`config.mk`:
```
export PLATFORM = sky130hd
export DESIGN_NAME = roic_top
export DESIGN_NICKNAME = d
export VERILOG_FILES = /design/src/core/roic_pkg.sv /design/src/core/roic_tick_div.sv /design/src/core/roic_input_cond.sv /design/src/core/roic_top.sv
export SDC_FILE = /design/constraint.sdc
export NUM_CORES = 2
export LEC_CHECK = 0
export BUFFER_PORTS_ARGS = -buffer_cell sky130_fd_sc_hd__buf_2
export CORE_UTILIZATION = 50
export DETAILED_ROUTE_END_ITERATION = 10
export PLACE_DENSITY_LB_ADDON = 0.2
export SYNTH_ARGS = -nofsm -noshare
export SYNTH_HDL_FRONTEND = slang
export SYNTH_SLANG_ARGS = --single-unit
```
`constraint.sdc`:
```
create_clock -name mclk -period 4.4 [get_ports mclk]
set_input_delay 0.66 -clock mclk [delete_from_list [all_inputs] [get_ports mclk]]
set_output_delay 0.66 -clock mclk [all_outputs]
set_load 0.01 [all_outputs]
```
`src/core/roic_pkg.sv`:
```
// Constants shared by the relay output and input conditioning unit.
// Assumes one 200 MHz clock and a 32-bit word-per-register bus with byte offsets.
package roic_pkg;
  localparam int NUM_TRIP = 13;
  localparam int NUM_DI = 12;
  localparam int NUM_LOGIC = 4;
  localparam int ADDR_W = 8;
  localparam int DATA_W = 32;
  localparam int DELAY_W = 13;
  localparam int COUNT_W = 16;
  localparam int FTMR_W = 15;

  // Timing
  localparam int CLK_PERIOD_NS = 5;
  localparam int TICK_MS = 10;
  localparam int TICK_CYCLES = TICK_MS * 1000000 / CLK_PERIOD_NS;
  localparam int FORCE_TIMEOUT_MIN = 5;
  localparam logic [FTMR_W-1:0] FORCE_TICKS = FTMR_W'(FORCE_TIMEOUT_MIN * 60 * 1000 / TICK_MS);
  localparam logic [DELAY_W-1:0] DELAY_MAX = DELAY_W'(60 * 1000 / TICK_MS);
  localparam logic [1:0] AC_HOLD_TICKS = 2'h2;

  // Register offsets
  localparam logic [ADDR_W-1:0] CTRL_OFS = 8'h00;
  localparam logic [ADDR_W-1:0] FORCE_TRIP_OFS = 8'h04;
  localparam logic [ADDR_W-1:0] FORCE_MISC_OFS = 8'h08;
  localparam logic [ADDR_W-1:0] OUT_STATE_OFS = 8'h0c;
  localparam logic [ADDR_W-1:0] DI_POLARITY_OFS = 8'h10;
  localparam logic [ADDR_W-1:0] DI_ON_EVT_OFS = 8'h14;
  localparam logic [ADDR_W-1:0] DI_OFF_EVT_OFS = 8'h18;
  localparam logic [ADDR_W-1:0] DI_ALARM_OFS = 8'h1c;
  localparam logic [ADDR_W-1:0] DI_STATE_OFS = 8'h20;
  localparam logic [ADDR_W-1:0] IRQ_STATUS_OFS = 8'h24;
  localparam logic [ADDR_W-1:0] IRQ_CLEAR_OFS = 8'h28;
  localparam logic [ADDR_W-1:0] IRQ_ENABLE_OFS = 8'h2c;
  localparam logic [ADDR_W-1:0] LOGIC_SRC_OFS = 8'h30;
  localparam logic [ADDR_W-1:0] DI_DELAY_BASE = 8'h40;
  localparam logic [ADDR_W-1:0] DI_COUNT_BASE = 8'h80;

  // Field positions
  localparam int CTRL_FORCE_BIT = 0;
  localparam int CTRL_AC_BIT = 1;
  localparam int MISC_ALARM_BIT = 0;
  localparam int MISC_SERVICE_BIT = 1;
  localparam int OUT_ALARM_BIT = 16;
  localparam int OUT_SERVICE_BIT = 17;
  localparam int OUT_FORCE_BIT = 18;
  localparam int IRQ_ON_LSB = 0;
  localparam int IRQ_OFF_LSB = 12;
  localparam int IRQ_TIMEOUT_BIT = 24;
  localparam int IRQ_W = 25;
  localparam int SLOT_LSB = 16;

  // Reset values
  localparam logic [NUM_DI-1:0] DI_CFG_RESET = 12'h000;
  localparam logic [DELAY_W-1:0] DELAY_RESET = 13'h0000;
  localparam logic [COUNT_W-1:0] COUNT_RESET = 16'h0000;

  // Card slot layout of the inputs
  localparam int FIRST_SLOT = 2;
  localparam int DI_PER_CARD = 6;

  function automatic logic [2:0] roic_di_slot(input int idx);
    roic_di_slot = 3'(FIRST_SLOT + idx / DI_PER_CARD);
  endfunction
endpackage

```
`src/core/roic_tick_div.sv`:
```
// Divider that turns the system clock into a one-cycle tick pulse.
// Assumes a free-running mclk; the period is a parameter so simulation can shorten it.
`timescale 1ns/1ps
module roic_tick_div #(
  parameter int CYCLES = 2000000
) (
  input wire logic mclk,
  input wire logic reset_n,
  output logic tick
);
  import roic_pkg::*;

  logic [21:0] count;

  always_ff @(posedge mclk or negedge reset_n) begin
    if (!reset_n) begin
      count <= 22'h000000;
      tick <= 1'b0;
    end else if (count >= 22'(CYCLES - 1)) begin
      count <= 22'h000000;
      tick <= 1'b1;
    end else begin
      count <= count + 22'h000001;
      tick <= 1'b0;
    end
  end
endmodule

```
`src/core/roic_input_cond.sv`:
```
// Conditioning of one discrete input: polarity, AC ride-through, on/off delay.
// Assumes raw is already synchronous to mclk and tick is a 10 ms pulse.
`timescale 1ns/1ps
module roic_input_cond (
  input wire logic mclk,
  input wire logic reset_n,
  input wire logic tick,
  input wire logic raw,
  input wire logic nc_polarity,
  input wire logic ac_mode,
  input wire logic [roic_pkg::DELAY_W-1:0] delay,
  output logic state,
  output logic active_edge,
  output logic inactive_edge
);
  import roic_pkg::*;

  logic level;
  logic bridged;
  logic [1:0] hold;
  logic [DELAY_W-1:0] elapsed;

  // Inverting for NC makes the active edge always a rise of level
  assign level = raw ^ nc_polarity;

  // AC inputs drop at each zero crossing, so a short low is bridged
  assign bridged = level | (ac_mode & (hold != 2'h0));

  always_ff @(posedge mclk or negedge reset_n) begin
    if (!reset_n) begin
      hold <= 2'h0;
    end else if (level) begin
      hold <= AC_HOLD_TICKS;
    end else if (tick && hold != 2'h0) begin
      hold <= hold - 2'h1;
    end
  end

  // One delay for both directions; a bounce restarts the wait
  always_ff @(posedge mclk or negedge reset_n) begin
    if (!reset_n) begin
      elapsed <= DELAY_RESET;
      state <= 1'b0;
      active_edge <= 1'b0;
      inactive_edge <= 1'b0;
    end else begin
      active_edge <= 1'b0;
      inactive_edge <= 1'b0;
      if (bridged == state) begin
        elapsed <= DELAY_RESET;
      end else if (elapsed >= delay) begin
        elapsed <= DELAY_RESET;
        state <= bridged;
        active_edge <= bridged;
        inactive_edge <= ~bridged;
      end else if (tick) begin
        elapsed <= elapsed + 13'h0001;
      end
    end
  end
endmodule

```
`src/core/roic_top.sv`:
```
// Relay output holding with common test forcing, and discrete input conditioning.
// Assumes a plain register port with read data one cycle after the read strobe,
// and a password session level supplied by the surrounding controller.
//
// The implementer's own choices: strobed register access and the address map.
`timescale 1ns/1ps
module roic_top #(
  parameter int TICK_CYCLES = roic_pkg::TICK_CYCLES
) (
  input wire logic mclk,
  input wire logic reset_n,
  input wire logic [roic_pkg::ADDR_W-1:0] addr,
  input wire logic [roic_pkg::DATA_W-1:0] wdata,
  input wire logic wr,
  input wire logic rd,
  output logic [roic_pkg::DATA_W-1:0] rdata,
  input wire logic password_valid,
  input wire logic [roic_pkg::NUM_TRIP-1:0] trip_control,
  input wire logic alarm_control,
  input wire logic service_control,
  output logic [roic_pkg::NUM_TRIP-1:0] trip_output_n,
  output logic alarm_output,
  output logic service_status_output,
  output logic stage_force_active,
  input wire logic [roic_pkg::NUM_DI-1:0] discrete_input_n,
  output logic [roic_pkg::NUM_DI-1:0] di_state,
  output logic ac_mode,
  output logic [roic_pkg::NUM_DI-1:0] on_event,
  output logic [roic_pkg::NUM_DI-1:0] off_event,
  output logic [roic_pkg::NUM_DI-1:0] alarm_popup,
  input wire logic [roic_pkg::NUM_LOGIC-1:0] logic_built,
  input wire logic [roic_pkg::NUM_LOGIC-1:0] logic_out,
  output logic [roic_pkg::NUM_LOGIC-1:0] matrix_logic_source,
  output logic irq
);
  import roic_pkg::*;

  logic tick;
  logic force_on;
  logic [FTMR_W-1:0] force_timer;
  logic force_expire;
  logic [NUM_TRIP-1:0] forced_trip;
  logic forced_alarm;
  logic forced_service;
  logic [NUM_DI-1:0] nc_polarity;
  logic [NUM_DI-1:0] on_evt_en;
  logic [NUM_DI-1:0] off_evt_en;
  logic [NUM_DI-1:0] alarm_en;
  logic [DELAY_W-1:0] di_delay [NUM_DI];
  logic [COUNT_W-1:0] di_count [NUM_DI];
  logic [NUM_DI-1:0] act_edge;
  logic [NUM_DI-1:0] inact_edge;
  logic [IRQ_W-1:0] irq_status;
  logic [IRQ_W-1:0] irq_enable;
  logic [IRQ_W-1:0] irq_set;
  logic [NUM_LOGIC-1:0] logic_src;
  logic [NUM_LOGIC-1:0] logic_built_d;
  logic [DATA_W-1:0] next_rdata;
  logic set_ok;

  function automatic logic wr_at(input logic [ADDR_W-1:0] a, input logic [ADDR_W-1:0] ofs);
    wr_at = (a == ofs);
  endfunction

  // Index into a per-input block, or NUM_DI when outside it
  function automatic int di_index(input logic [ADDR_W-1:0] a, input logic [ADDR_W-1:0] base);
    int idx;
    idx = NUM_DI;
    if (a[ADDR_W-1:6] == base[ADDR_W-1:6] && a[1:0] == 2'h0 && int'(a[5:2]) < NUM_DI) begin
      idx = int'(a[5:2]);
    end
    di_index = idx;
  endfunction

  assign set_ok = wr & password_valid;

  roic_tick_div #(
    .CYCLES(TICK_CYCLES)
  ) u_tick (
    .mclk(mclk),
    .reset_n(reset_n),
    .tick(tick)
  );

  // Force flag and its timeout

  assign force_expire = force_on & tick & (force_timer >= FORCE_TICKS - 15'h0001);

  // Hardware clear beats a software set in the same cycle so the timeout always ends a session
  always_ff @(posedge mclk or negedge reset_n) begin
    if (!reset_n) begin
      force_on <= 1'b0;
    end else if (force_expire) begin
      force_on <= 1'b0;
    end else if (set_ok && wr_at(addr, CTRL_OFS)) begin
      force_on <= wdata[CTRL_FORCE_BIT];
    end
  end

  always_ff @(posedge mclk or negedge reset_n) begin
    if (!reset_n) begin
      force_timer <= 15'h0000;
    end else if (!force_on || force_expire) begin
      force_timer <= 15'h0000;
    end else if (tick) begin
      force_timer <= force_timer + 15'h0001;
    end
  end

  always_ff @(posedge mclk or negedge reset_n) begin
    if (!reset_n) begin
      ac_mode <= 1'b0;
    end else if (set_ok && wr_at(addr, CTRL_OFS)) begin
      ac_mode <= wdata[CTRL_AC_BIT];
    end
  end

  // Forced output values; dropped whenever forcing ends
  always_ff @(posedge mclk or negedge reset_n) begin
    if (!reset_n) begin
      forced_trip <= '0;
      forced_alarm <= 1'b0;
      forced_service <= 1'b0;
    end else if (!force_on || force_expire) begin
      forced_trip <= '0;
      forced_alarm <= 1'b0;
      forced_service <= 1'b0;
    end else if (wr && wr_at(addr, FORCE_TRIP_OFS)) begin
      forced_trip <= wdata[NUM_TRIP-1:0];
    end else if (wr && wr_at(addr, FORCE_MISC_OFS)) begin
      forced_alarm <= wdata[MISC_ALARM_BIT];
      forced_service <= wdata[MISC_SERVICE_BIT];
    end
  end

  // Outputs are registered so a forced value and the routed one never glitch together
  always_ff @(posedge mclk or negedge reset_n) begin
    if (!reset_n) begin
      trip_output_n <= '0;
      alarm_output <= 1'b0;
      service_status_output <= 1'b0;
      stage_force_active <= 1'b0;
    end else begin
      trip_output_n <= force_on ? forced_trip : trip_control;
      alarm_output <= force_on ? forced_alarm : alarm_control;
      service_status_output <= force_on ? forced_service : service_control;
      stage_force_active <= force_on;
    end
  end

  // Input configuration

  always_ff @(posedge mclk or negedge reset_n) begin
    if (!reset_n) begin
      nc_polarity <= DI_CFG_RESET;
      on_evt_en <= DI_CFG_RESET;
      off_evt_en <= DI_CFG_RESET;
      alarm_en <= DI_CFG_RESET;
    end else if (set_ok) begin
      if (wr_at(addr, DI_POLARITY_OFS)) begin
        nc_polarity <= wdata[NUM_DI-1:0];
      end
      if (wr_at(addr, DI_ON_EVT_OFS)) begin
        on_evt_en <= wdata[NUM_DI-1:0];
      end
      if (wr_at(addr, DI_OFF_EVT_OFS)) begin
        off_evt_en <= wdata[NUM_DI-1:0];
      end
      if (wr_at(addr, DI_ALARM_OFS)) begin
        alarm_en <= wdata[NUM_DI-1:0];
      end
    end
  end

  for (genvar i = 0; i < NUM_DI; i++) begin : g_di
    // Values above 60 s are clamped rather than refused
    always_ff @(posedge mclk or negedge reset_n) begin
      if (!reset_n) begin
        di_delay[i] <= DELAY_RESET;
      end else if (set_ok && di_index(addr, DI_DELAY_BASE) == i) begin
        di_delay[i] <= (wdata[DELAY_W-1:0] > DELAY_MAX) ? DELAY_MAX : wdata[DELAY_W-1:0];
      end
    end

    roic_input_cond u_cond (
      .mclk(mclk),
      .reset_n(reset_n),
      .tick(tick),
      .raw(discrete_input_n[i]),
      .nc_polarity(nc_polarity[i]),
      .ac_mode(ac_mode),
      .delay(di_delay[i]),
      .state(di_state[i]),
      .active_edge(act_edge[i]),
      .inactive_edge(inact_edge[i])
    );

    // Wraps from 65535 back to 0; a preset in the same cycle as an edge wins
    always_ff @(posedge mclk or negedge reset_n) begin
      if (!reset_n) begin
        di_count[i] <= COUNT_RESET;
      end else if (set_ok && di_index(addr, DI_COUNT_BASE) == i) begin
        di_count[i] <= wdata[COUNT_W-1:0];
      end else if (act_edge[i]) begin
        di_count[i] <= di_count[i] + 16'h0001;
      end
    end
  end

  always_ff @(posedge mclk or negedge reset_n) begin
    if (!reset_n) begin
      on_event <= '0;
      off_event <= '0;
      alarm_popup <= '0;
    end else begin
      on_event <= act_edge & on_evt_en;
      off_event <= inact_edge & off_evt_en;
      alarm_popup <= act_edge & alarm_en;
    end
  end

  // Logic outputs join the matrix source list once built

  always_ff @(posedge mclk or negedge reset_n) begin
    if (!reset_n) begin
      logic_built_d <= '0;
      logic_src <= '0;
    end else begin
      logic_built_d <= logic_built;
      logic_src <= logic_src | (logic_built & ~logic_built_d);
    end
  end

  always_ff @(posedge mclk or negedge reset_n) begin
    if (!reset_n) begin
      matrix_logic_source <= '0;
    end else begin
      matrix_logic_source <= logic_out & logic_src;
    end
  end

  // Interrupts: a new event wins over a clear in the same cycle

  assign irq_set = {force_expire, inact_edge & off_evt_en, act_edge & on_evt_en};

  always_ff @(posedge mclk or negedge reset_n) begin
    if (!reset_n) begin
      irq_status <= '0;
    end else if (wr && wr_at(addr, IRQ_CLEAR_OFS)) begin
      irq_status <= (irq_status & ~wdata[IRQ_W-1:0]) | irq_set;
    end else begin
      irq_status <= irq_status | irq_set;
    end
  end

  always_ff @(posedge mclk or negedge reset_n) begin
    if (!reset_n) begin
      irq_enable <= '0;
    end else if (wr && wr_at(addr, IRQ_ENABLE_OFS)) begin
      irq_enable <= wdata[IRQ_W-1:0];
    end
  end

  always_ff @(posedge mclk or negedge reset_n) begin
    if (!reset_n) begin
      irq <= 1'b0;
    end else begin
      irq <= |(irq_status & irq_enable);
    end
  end

  // Read path

  always_comb begin
    int di;
    int ci;
    di = di_index(addr, DI_DELAY_BASE);
    ci = di_index(addr, DI_COUNT_BASE);
    next_rdata = '0;
    unique case (addr)
      CTRL_OFS: begin
        next_rdata[CTRL_FORCE_BIT] = force_on;
        next_rdata[CTRL_AC_BIT] = ac_mode;
      end
      FORCE_TRIP_OFS: next_rdata[NUM_TRIP-1:0] = forced_trip;
      FORCE_MISC_OFS: begin
        next_rdata[MISC_ALARM_BIT] = forced_alarm;
        next_rdata[MISC_SERVICE_BIT] = forced_service;
      end
      OUT_STATE_OFS: begin
        next_rdata[NUM_TRIP-1:0] = trip_output_n;
        next_rdata[OUT_ALARM_BIT] = alarm_output;
        next_rdata[OUT_SERVICE_BIT] = service_status_output;
        next_rdata[OUT_FORCE_BIT] = force_on;
      end
      DI_POLARITY_OFS: next_rdata[NUM_DI-1:0] = nc_polarity;
      DI_ON_EVT_OFS: next_rdata[NUM_DI-1:0] = on_evt_en;
      DI_OFF_EVT_OFS: next_rdata[NUM_DI-1:0] = off_evt_en;
      DI_ALARM_OFS: next_rdata[NUM_DI-1:0] = alarm_en;
      DI_STATE_OFS: next_rdata[NUM_DI-1:0] = di_state;
      IRQ_STATUS_OFS: next_rdata[IRQ_W-1:0] = irq_status;
      IRQ_ENABLE_OFS: next_rdata[IRQ_W-1:0] = irq_enable;
      LOGIC_SRC_OFS: next_rdata[NUM_LOGIC-1:0] = logic_src;
      default: begin
        for (int k = 0; k < NUM_DI; k++) begin
          if (di == k) begin
            next_rdata[DELAY_W-1:0] = di_delay[k];
            next_rdata[SLOT_LSB+2:SLOT_LSB] = roic_di_slot(k);
          end
          if (ci == k) begin
            next_rdata[COUNT_W-1:0] = di_count[k];
          end
        end
      end
    endcase
  end

  // Data stands only in the cycle after the strobe
  always_ff @(posedge mclk or negedge reset_n) begin
    if (!reset_n) begin
      rdata <= '0;
    end else begin
      rdata <= rd ? next_rdata : '0;
    end
  end
endmodule

```
Word-level counts from Yosys, hierarchy flattened
Cells that the tools add are included.
Storage, ports and cells
  bits in registers: 807
  output and inout bits: 102
  logic and storage cells: 616
  input bits: 80
Operators by class
  mux-type cells: 201
  bitwise logic cells: 75
  add/sub/neg operators: 38
  eq/ne operators: 49
  $lt $le $gt $ge: 16
  reductions and logical operators: 127
Operators by type and width (count)
  13-bit 2-to-1 mux: 52
  16-bit 2-to-1 mux: 40
  32-bit by 4-bit == test with 1-bit output (second input constant): 8
  32-bit by 5-bit == test with 1-bit output (second input constant): 8
  16-bit by 1-bit adder with 16-bit output (second input constant): 12
  13-bit by 1-bit adder with 13-bit output (second input constant): 12
  13-bit greater-or-equal comparator: 12
  32-bit by 3-bit == test with 1-bit output (second input constant): 4
  8-bit case mux with 10 select lines: 1
  2-bit nonzero test: 40
  32-bit by 2-bit == test with 1-bit output (second input constant): 2
  32-bit zero test: 2
  1-bit 2-to-1 mux: 59
  25-bit AND: 2
  2-bit 2-to-1 mux: 25
  25-bit 2-to-1 mux: 2
  25-bit bitwise OR: 2
  1-bit logical AND: 45
  8-bit by 6-bit == test with 1-bit output (second input constant): 5
  12-bit AND: 3
  3-bit nonzero test: 12
  2-bit AND reduction: 17
  3-bit 2-to-1 mux: 11
  8-bit by 5-bit == test with 1-bit output (second input constant): 4
  41 further kinds: 126

Depth between registers and ports, before layout
  word-level depth: 35
  gate-level depth with buffers: 10

Modules after synthesis
From an unflattened synthesis, not the netlist that was laid out.
Second synthesis, totals
  cell total of the unflattened synthesis: 4682
  area, all modules: 44392.6 µm²
By module, submodules not included
  roic_top: cells an instance 3011, area each 28378.5 µm², instances 1, seq. area each 14213.6 µm²
  roic_input_cond: cells an instance 129, area each 1229.9 µm², instances 12, seq. area each 450.4 µm²
  roic_tick_div: cells an instance 123, area each 1255.0 µm², instances 1, seq. area each 575.6 µm²

Worst setup path before layout
OpenSTA, ideal clock, no wires.
  path kind: input to register
  start point: in addr[3] in the netlist's numbering
  end point: reg di_count[100] in the netlist's numbering
  arrival time: 2.415 ns
  cell stages on the path: 9
  path slack: 1.859 ns
  library setup time: 0.126 ns
  path through: clkbuf_1 or4b_4 buf_6 nor3_4 buf_4 nand2_1 clkbuf_1 nor2_1 a21oi_1
On the way
  cells in the longest elaborated chain, start to end: 6
  elaborated cells between the ends (all ways): 7
  classes of those cells: order compare: 1; eq/ne: 1; mux: 2; reduce/logical: 3
RTL lines
  start, declared: line roic_top.sv:12  | input wire logic [roic_pkg::ADDR_W-1:0] addr,
  4-bit less-than comparator: line roic_top.sv:69  | if (a[ADDR_W-1:6] == base[ADDR_W-1:6] && a[1:0] == 2'h0 && int'(a[5:2]) < NUM_DI) begin
  1-bit logical AND: line roic_top.sv:69
  4-bit 2-to-1 mux *: line roic_top.sv:69
  32-bit by 4-bit == test with 1-bit output *
  1-bit logical AND *: line roic_top.sv:202  | end else if (set_ok && di_index(addr, DI_COUNT_BASE) == i) begin
  16-bit 2-to-1 mux / 2-bit nonzero test (equally long branches)
  end signal, assigned by index: line roic_top.sv:203  | di_count[i] <= wdata[COUNT_W-1:0];
  end signal, assigned by index: line roic_top.sv:205  | di_count[i] <= di_count[i] + 16'h0001;
  end, declared: line roic_top.sv:50  | logic [COUNT_W-1:0] di_count [NUM_DI];
Mark *: on every way between the ends. The rest lies on a longest branch, timed or not.
A chain may end at the register's enable or synchronous reset.

Final worst setup path
  start point: in wdata[3] in the netlist's numbering
  end point: reg di_delay[4] in the netlist's numbering
On the way
  cells in the longest elaborated chain, start to end: 2
RTL lines
  start, declared: line roic_top.sv:13  | input wire logic [roic_pkg::DATA_W-1:0] wdata,
  13-bit > comparator: line roic_top.sv:181  | di_delay[i] <= (wdata[DELAY_W-1:0] > DELAY_MAX) ? DELAY_MAX : wdata[DELAY_W-1:0];
  13-bit 2-to-1 mux: line roic_top.sv:181
  end signal, assigned by index: line roic_top.sv:181
  end, declared: line roic_top.sv:49  | logic [DELAY_W-1:0] di_delay [NUM_DI];
No other way between the ends.

==> impl_metrics.json <==
{
  "antenna_found_initial": 17,
  "ir_drop_v": 0.000350,
  "fmax_mhz": 282,
  "p_leak_uw": 0.0216,
  "yosysSeqAreaShare_pct": 46.9,
  "synth_commonest_cells": "dfrtp_1, nand2_1, nor2_1",
  "clkSlewWorstSetupHoldPaths_ns": 0.06,
  "hpwl_um": 106000,
  "synth_top_area_share_pct": 46.9,
  "drt-total-wl_um": 144000,
  "cts.repair.resized": 0,
  "yosys-top-cells-area": "dfrtp_1, ha_1, xor2_1",
  "synth_top_cell_by_area": "dfrtp_1",
  "syn_avg_cell_area_um2": 9.44,
  "die_x_um": 295,
  "synthCells": 4560,
  "critical_path.top_delay_family": "simple AND/OR/NAND/NOR gates",
  "worst_pin_slew_ns": 1.39,
  "drive_above_1_share_pct": 12.5,
  "synth_most_common_cell": "dfrtp_1",
  "whs_ns": 0.0168,
  "drc_errors": 0,
  "area_delta_synth_final_pct": 13.1,
  "routed_via_density": 5.99,
  "rows": 107,
  "fin_nets": 4974,
  "slew_violations": 0,
  "hold_viol_final": 0,
  "worstPathCellList": "buf_2, nor4_1, nand4_1, o21a_1, nor2_2, o21ai_0",
  "clkLatencyLatePin_ns": 0.68,
  "cp.required_ns": 4.89,
  "ant_nets": 0,
  "fp.dieH_um": 295,
  "endpoint_kind": "flip-flop",
  "ys_ff_latch": 807,
  "slowest_delay_ns": 1.26,
  "numPortBuffers": 167,
  "synth_area_um2": 43000,
  "worstPathBufferInverterCount": 1,
  "start_kind": "input port",
  "synth_cell_types": 80,
  "crit_type": "input port to flip-flop",
  "fin_crit_sh_pct": 80.6,
  "rsz0062_at_grt": "no",
  "gp_congestion": 1.01,
  "via_count": 35500,
  "cts_setup_buffers": 0,
  "yosys_warnings": 0,
  "hold_buffers": 0,
  "drv_cap": 0,
  "grt_pass1_vias": 34400,
  "cts_tree": "yes",
  "status": "complete, no violations",
  "core_um2": 85100,
  "avgRoutedWirePerCell_um": 24.3,
  "synth_edf_count": 0,
  "dieArea_um2": 87200,
  "grt_max_degree": 106,
  "cts.sinks": 807,
  "setup_viol": 0,
  "critPathMaxFanout": 21,
  "cts_made_buffers": 89,
  "io_pins": 182,
  "drtPass1Iterations": 8,
  "clock_skew_ns": 0.0352,
  "setup_tns_ns": 0,
  "cp.depth": 6,
  "reg2reg_depth": 8,
  "min_period_ns": 3.55,
  "cts-htree-levels": 3,
  "initial_core_util_pct": 50.5,
  "grt_util_all_layers_pct": 33.3,
  "drtIter0Drc": 3969,
  "root_buffer": "clkbuf_16",
  "crit_path_top_delay_cell": "nor4_1",
  "slew_headroom_pct": 6.46,
  "cts_max_path_buffers": 3,
  "ys_async_sr_fraction_pct": 100,
  "hold_class": "input port to asynchronous set/reset pin",
  "fillCellCount": 7541,
  "ys.flop_type": "dfrtp_1",
  "overflow": 0,
  "grt_first_pass_wirelength_um": 216000,
  "power.density_nw_per_um2": 419,
  "arrival_ns": 4.04
}
[worst register-to-register path, stage by stage, from the launching register on]
cell	delay (ns)
dfrtp_1	0.48
inv_1	0.10
ha_1	0.32
a21o_1	0.16
a21o_1	0.18
o311a_1	0.32
o21ai_0	0.60
nand3_1	0.61
nor2_1	0.27
[final cells by class]
cell class              count  area, um^2  area share [%]
inverters                 224         841            1.73
multi-input cells        3283       21000            43.1
clock buffers             125        2670            5.48
flip-flops and latches    807       20200            41.5
clock inverters            41         598            1.23
diodes                     10        25.0          0.0514
well taps                1144        1430            2.94
repair buffers            295        1940            4.00
[worst paths after layout]
| path | from | end | slack [ns] |
|---|---|---|---|
| max | wdata[3] | di_delay[4]$_DFFE_PN0P_ | 0.85 |
| min | reset_n | g_di[11].u_cond.state$_DFFE_PN0P_ | 0.02 |
| max reg2reg | di_delay[45]$_DFFE_PN0P_ | g_di[8].u_cond.elapsed[3]$_DFFE_PN0P_ | 1.26 |
| min reg2reg | di_delay[30]$_DFFE_PN0P_ | di_delay[30]$_DFFE_PN0P_ | 0.48 |
| max in group asynchronous | reset_n | g_di[7].u_cond.elapsed[1]$_DFFE_PN0P_ | 3.27 |
| min in group mclk | logic_built[3] | logic_built_d[3]$_DFF_PN0_ | 0.11 |
[cells by family (layout without fill, tap and decap cells)]
family | Yosys count | in the layout | share of synthesized area (%)
other | 1 | 18 | 0.00871
and+or+nand+nor | 1605 | 1605 | 17.5
muxes | 135 | 135 | 3.44
adders and majority gates | 194 | 194 | 5.64
buffers and inverters | 477 | 685 | 4.62
xor gates and xnor gates | 387 | 387 | 7.88
DFF | 807 | 807 | 46.9
AOI/OAI and AO/OA | 954 | 954 | 14.0
[where the power goes]
| part | total, uW | internal (uW) | switching (uW) |
|---|---|---|---|
| Clock | 8260 | 5010 | 3250 |
| Combinational | 2620 | 1110 | 1510 |
| Sequential | 9490 | 8250 | 1240 |
| Total | 20400 | 14400 | 6000 |
[sequential cells by signal, indices dropped and copies added (netlist names), 13 cells and up]
signal / count
g_di.u_cond.hold: 24
forced_trip: 13
trip_output_n: 13
u_tick.count: 22
irq_enable: 25
g_di.u_cond.elapsed: 156
force_timer: 15
di_delay: 156
di_count: 192
rdata: 25
irq_status: 25
[per-stage QoR]
stage | total power [uW] | utilization [%] | instances | instance area, um^2 | setup WS, ns
final | 20400 | 57.1 | 5929 | 48700 | 0.853
after global routing | 21100 | 57.1 | 5923 | 48600 | 1.00
after CTS | 20400 | 57.1 | 5919 | 48600 | 1.04
after detailed placement | 12100 | 53.3 | 5753 | 45400 | 0.358
after global placement | 12100 | 53.3 | 5753 | 45400 | 0.388
after floorplan | 10900 | - | 4567 | 43100 | 1.86
[cells in the final DEF (no fill, tap or decap), types with 17 or more instances in the layout]
| cell | Yosys | layout |
|---|---|---|
| buf_2 | 49 | 166 |
| xnor2_1 | 134 | 134 |
| clkinv_2 | 0 | 17 |
| o21ai_0 | 325 | 325 |
| nor2b_1 | 23 | 23 |
| clkbuf_16 | 0 | 92 |
| dfrtp_1 | 807 | 806 |
| and4_1 | 23 | 23 |
| a221oi_1 | 32 | 32 |
| nor2_1 | 450 | 444 |
| a21o_1 | 55 | 55 |
| a22o_1 | 18 | 18 |
| clkbuf_8 | 0 | 24 |
| inv_1 | 224 | 224 |
| and3_1 | 104 | 104 |
| o22ai_1 | 19 | 19 |
| nand3_1 | 133 | 133 |
| nor3_1 | 39 | 37 |
| mux2_2 | 102 | 102 |
| a22oi_1 | 82 | 82 |
| ha_1 | 194 | 194 |
| and2_1 | 54 | 54 |
| mux2i_1 | 33 | 33 |
| buf_4 | 32 | 117 |
| a211oi_1 | 25 | 24 |
| nand2b_1 | 25 | 25 |
| nand2_1 | 582 | 582 |
| a222oi_1 | 22 | 22 |
| nand4_1 | 111 | 111 |
| a21oi_1 | 217 | 217 |
| xor2_1 | 253 | 253 |
[routing by layer]
layer | part of all wire, % | wire length, um | global-route usage [%]
met4 | 5.2 | 7520 | 16.1
met5 | 0.058 | 84 | 0
met1 | 41 | 58600 | 44.2
met2 | 45 | 64800 | 51.8
met3 | 8.9 | 12900 | 6.94
No activity file was read; power rests on OpenSTA's default activity.
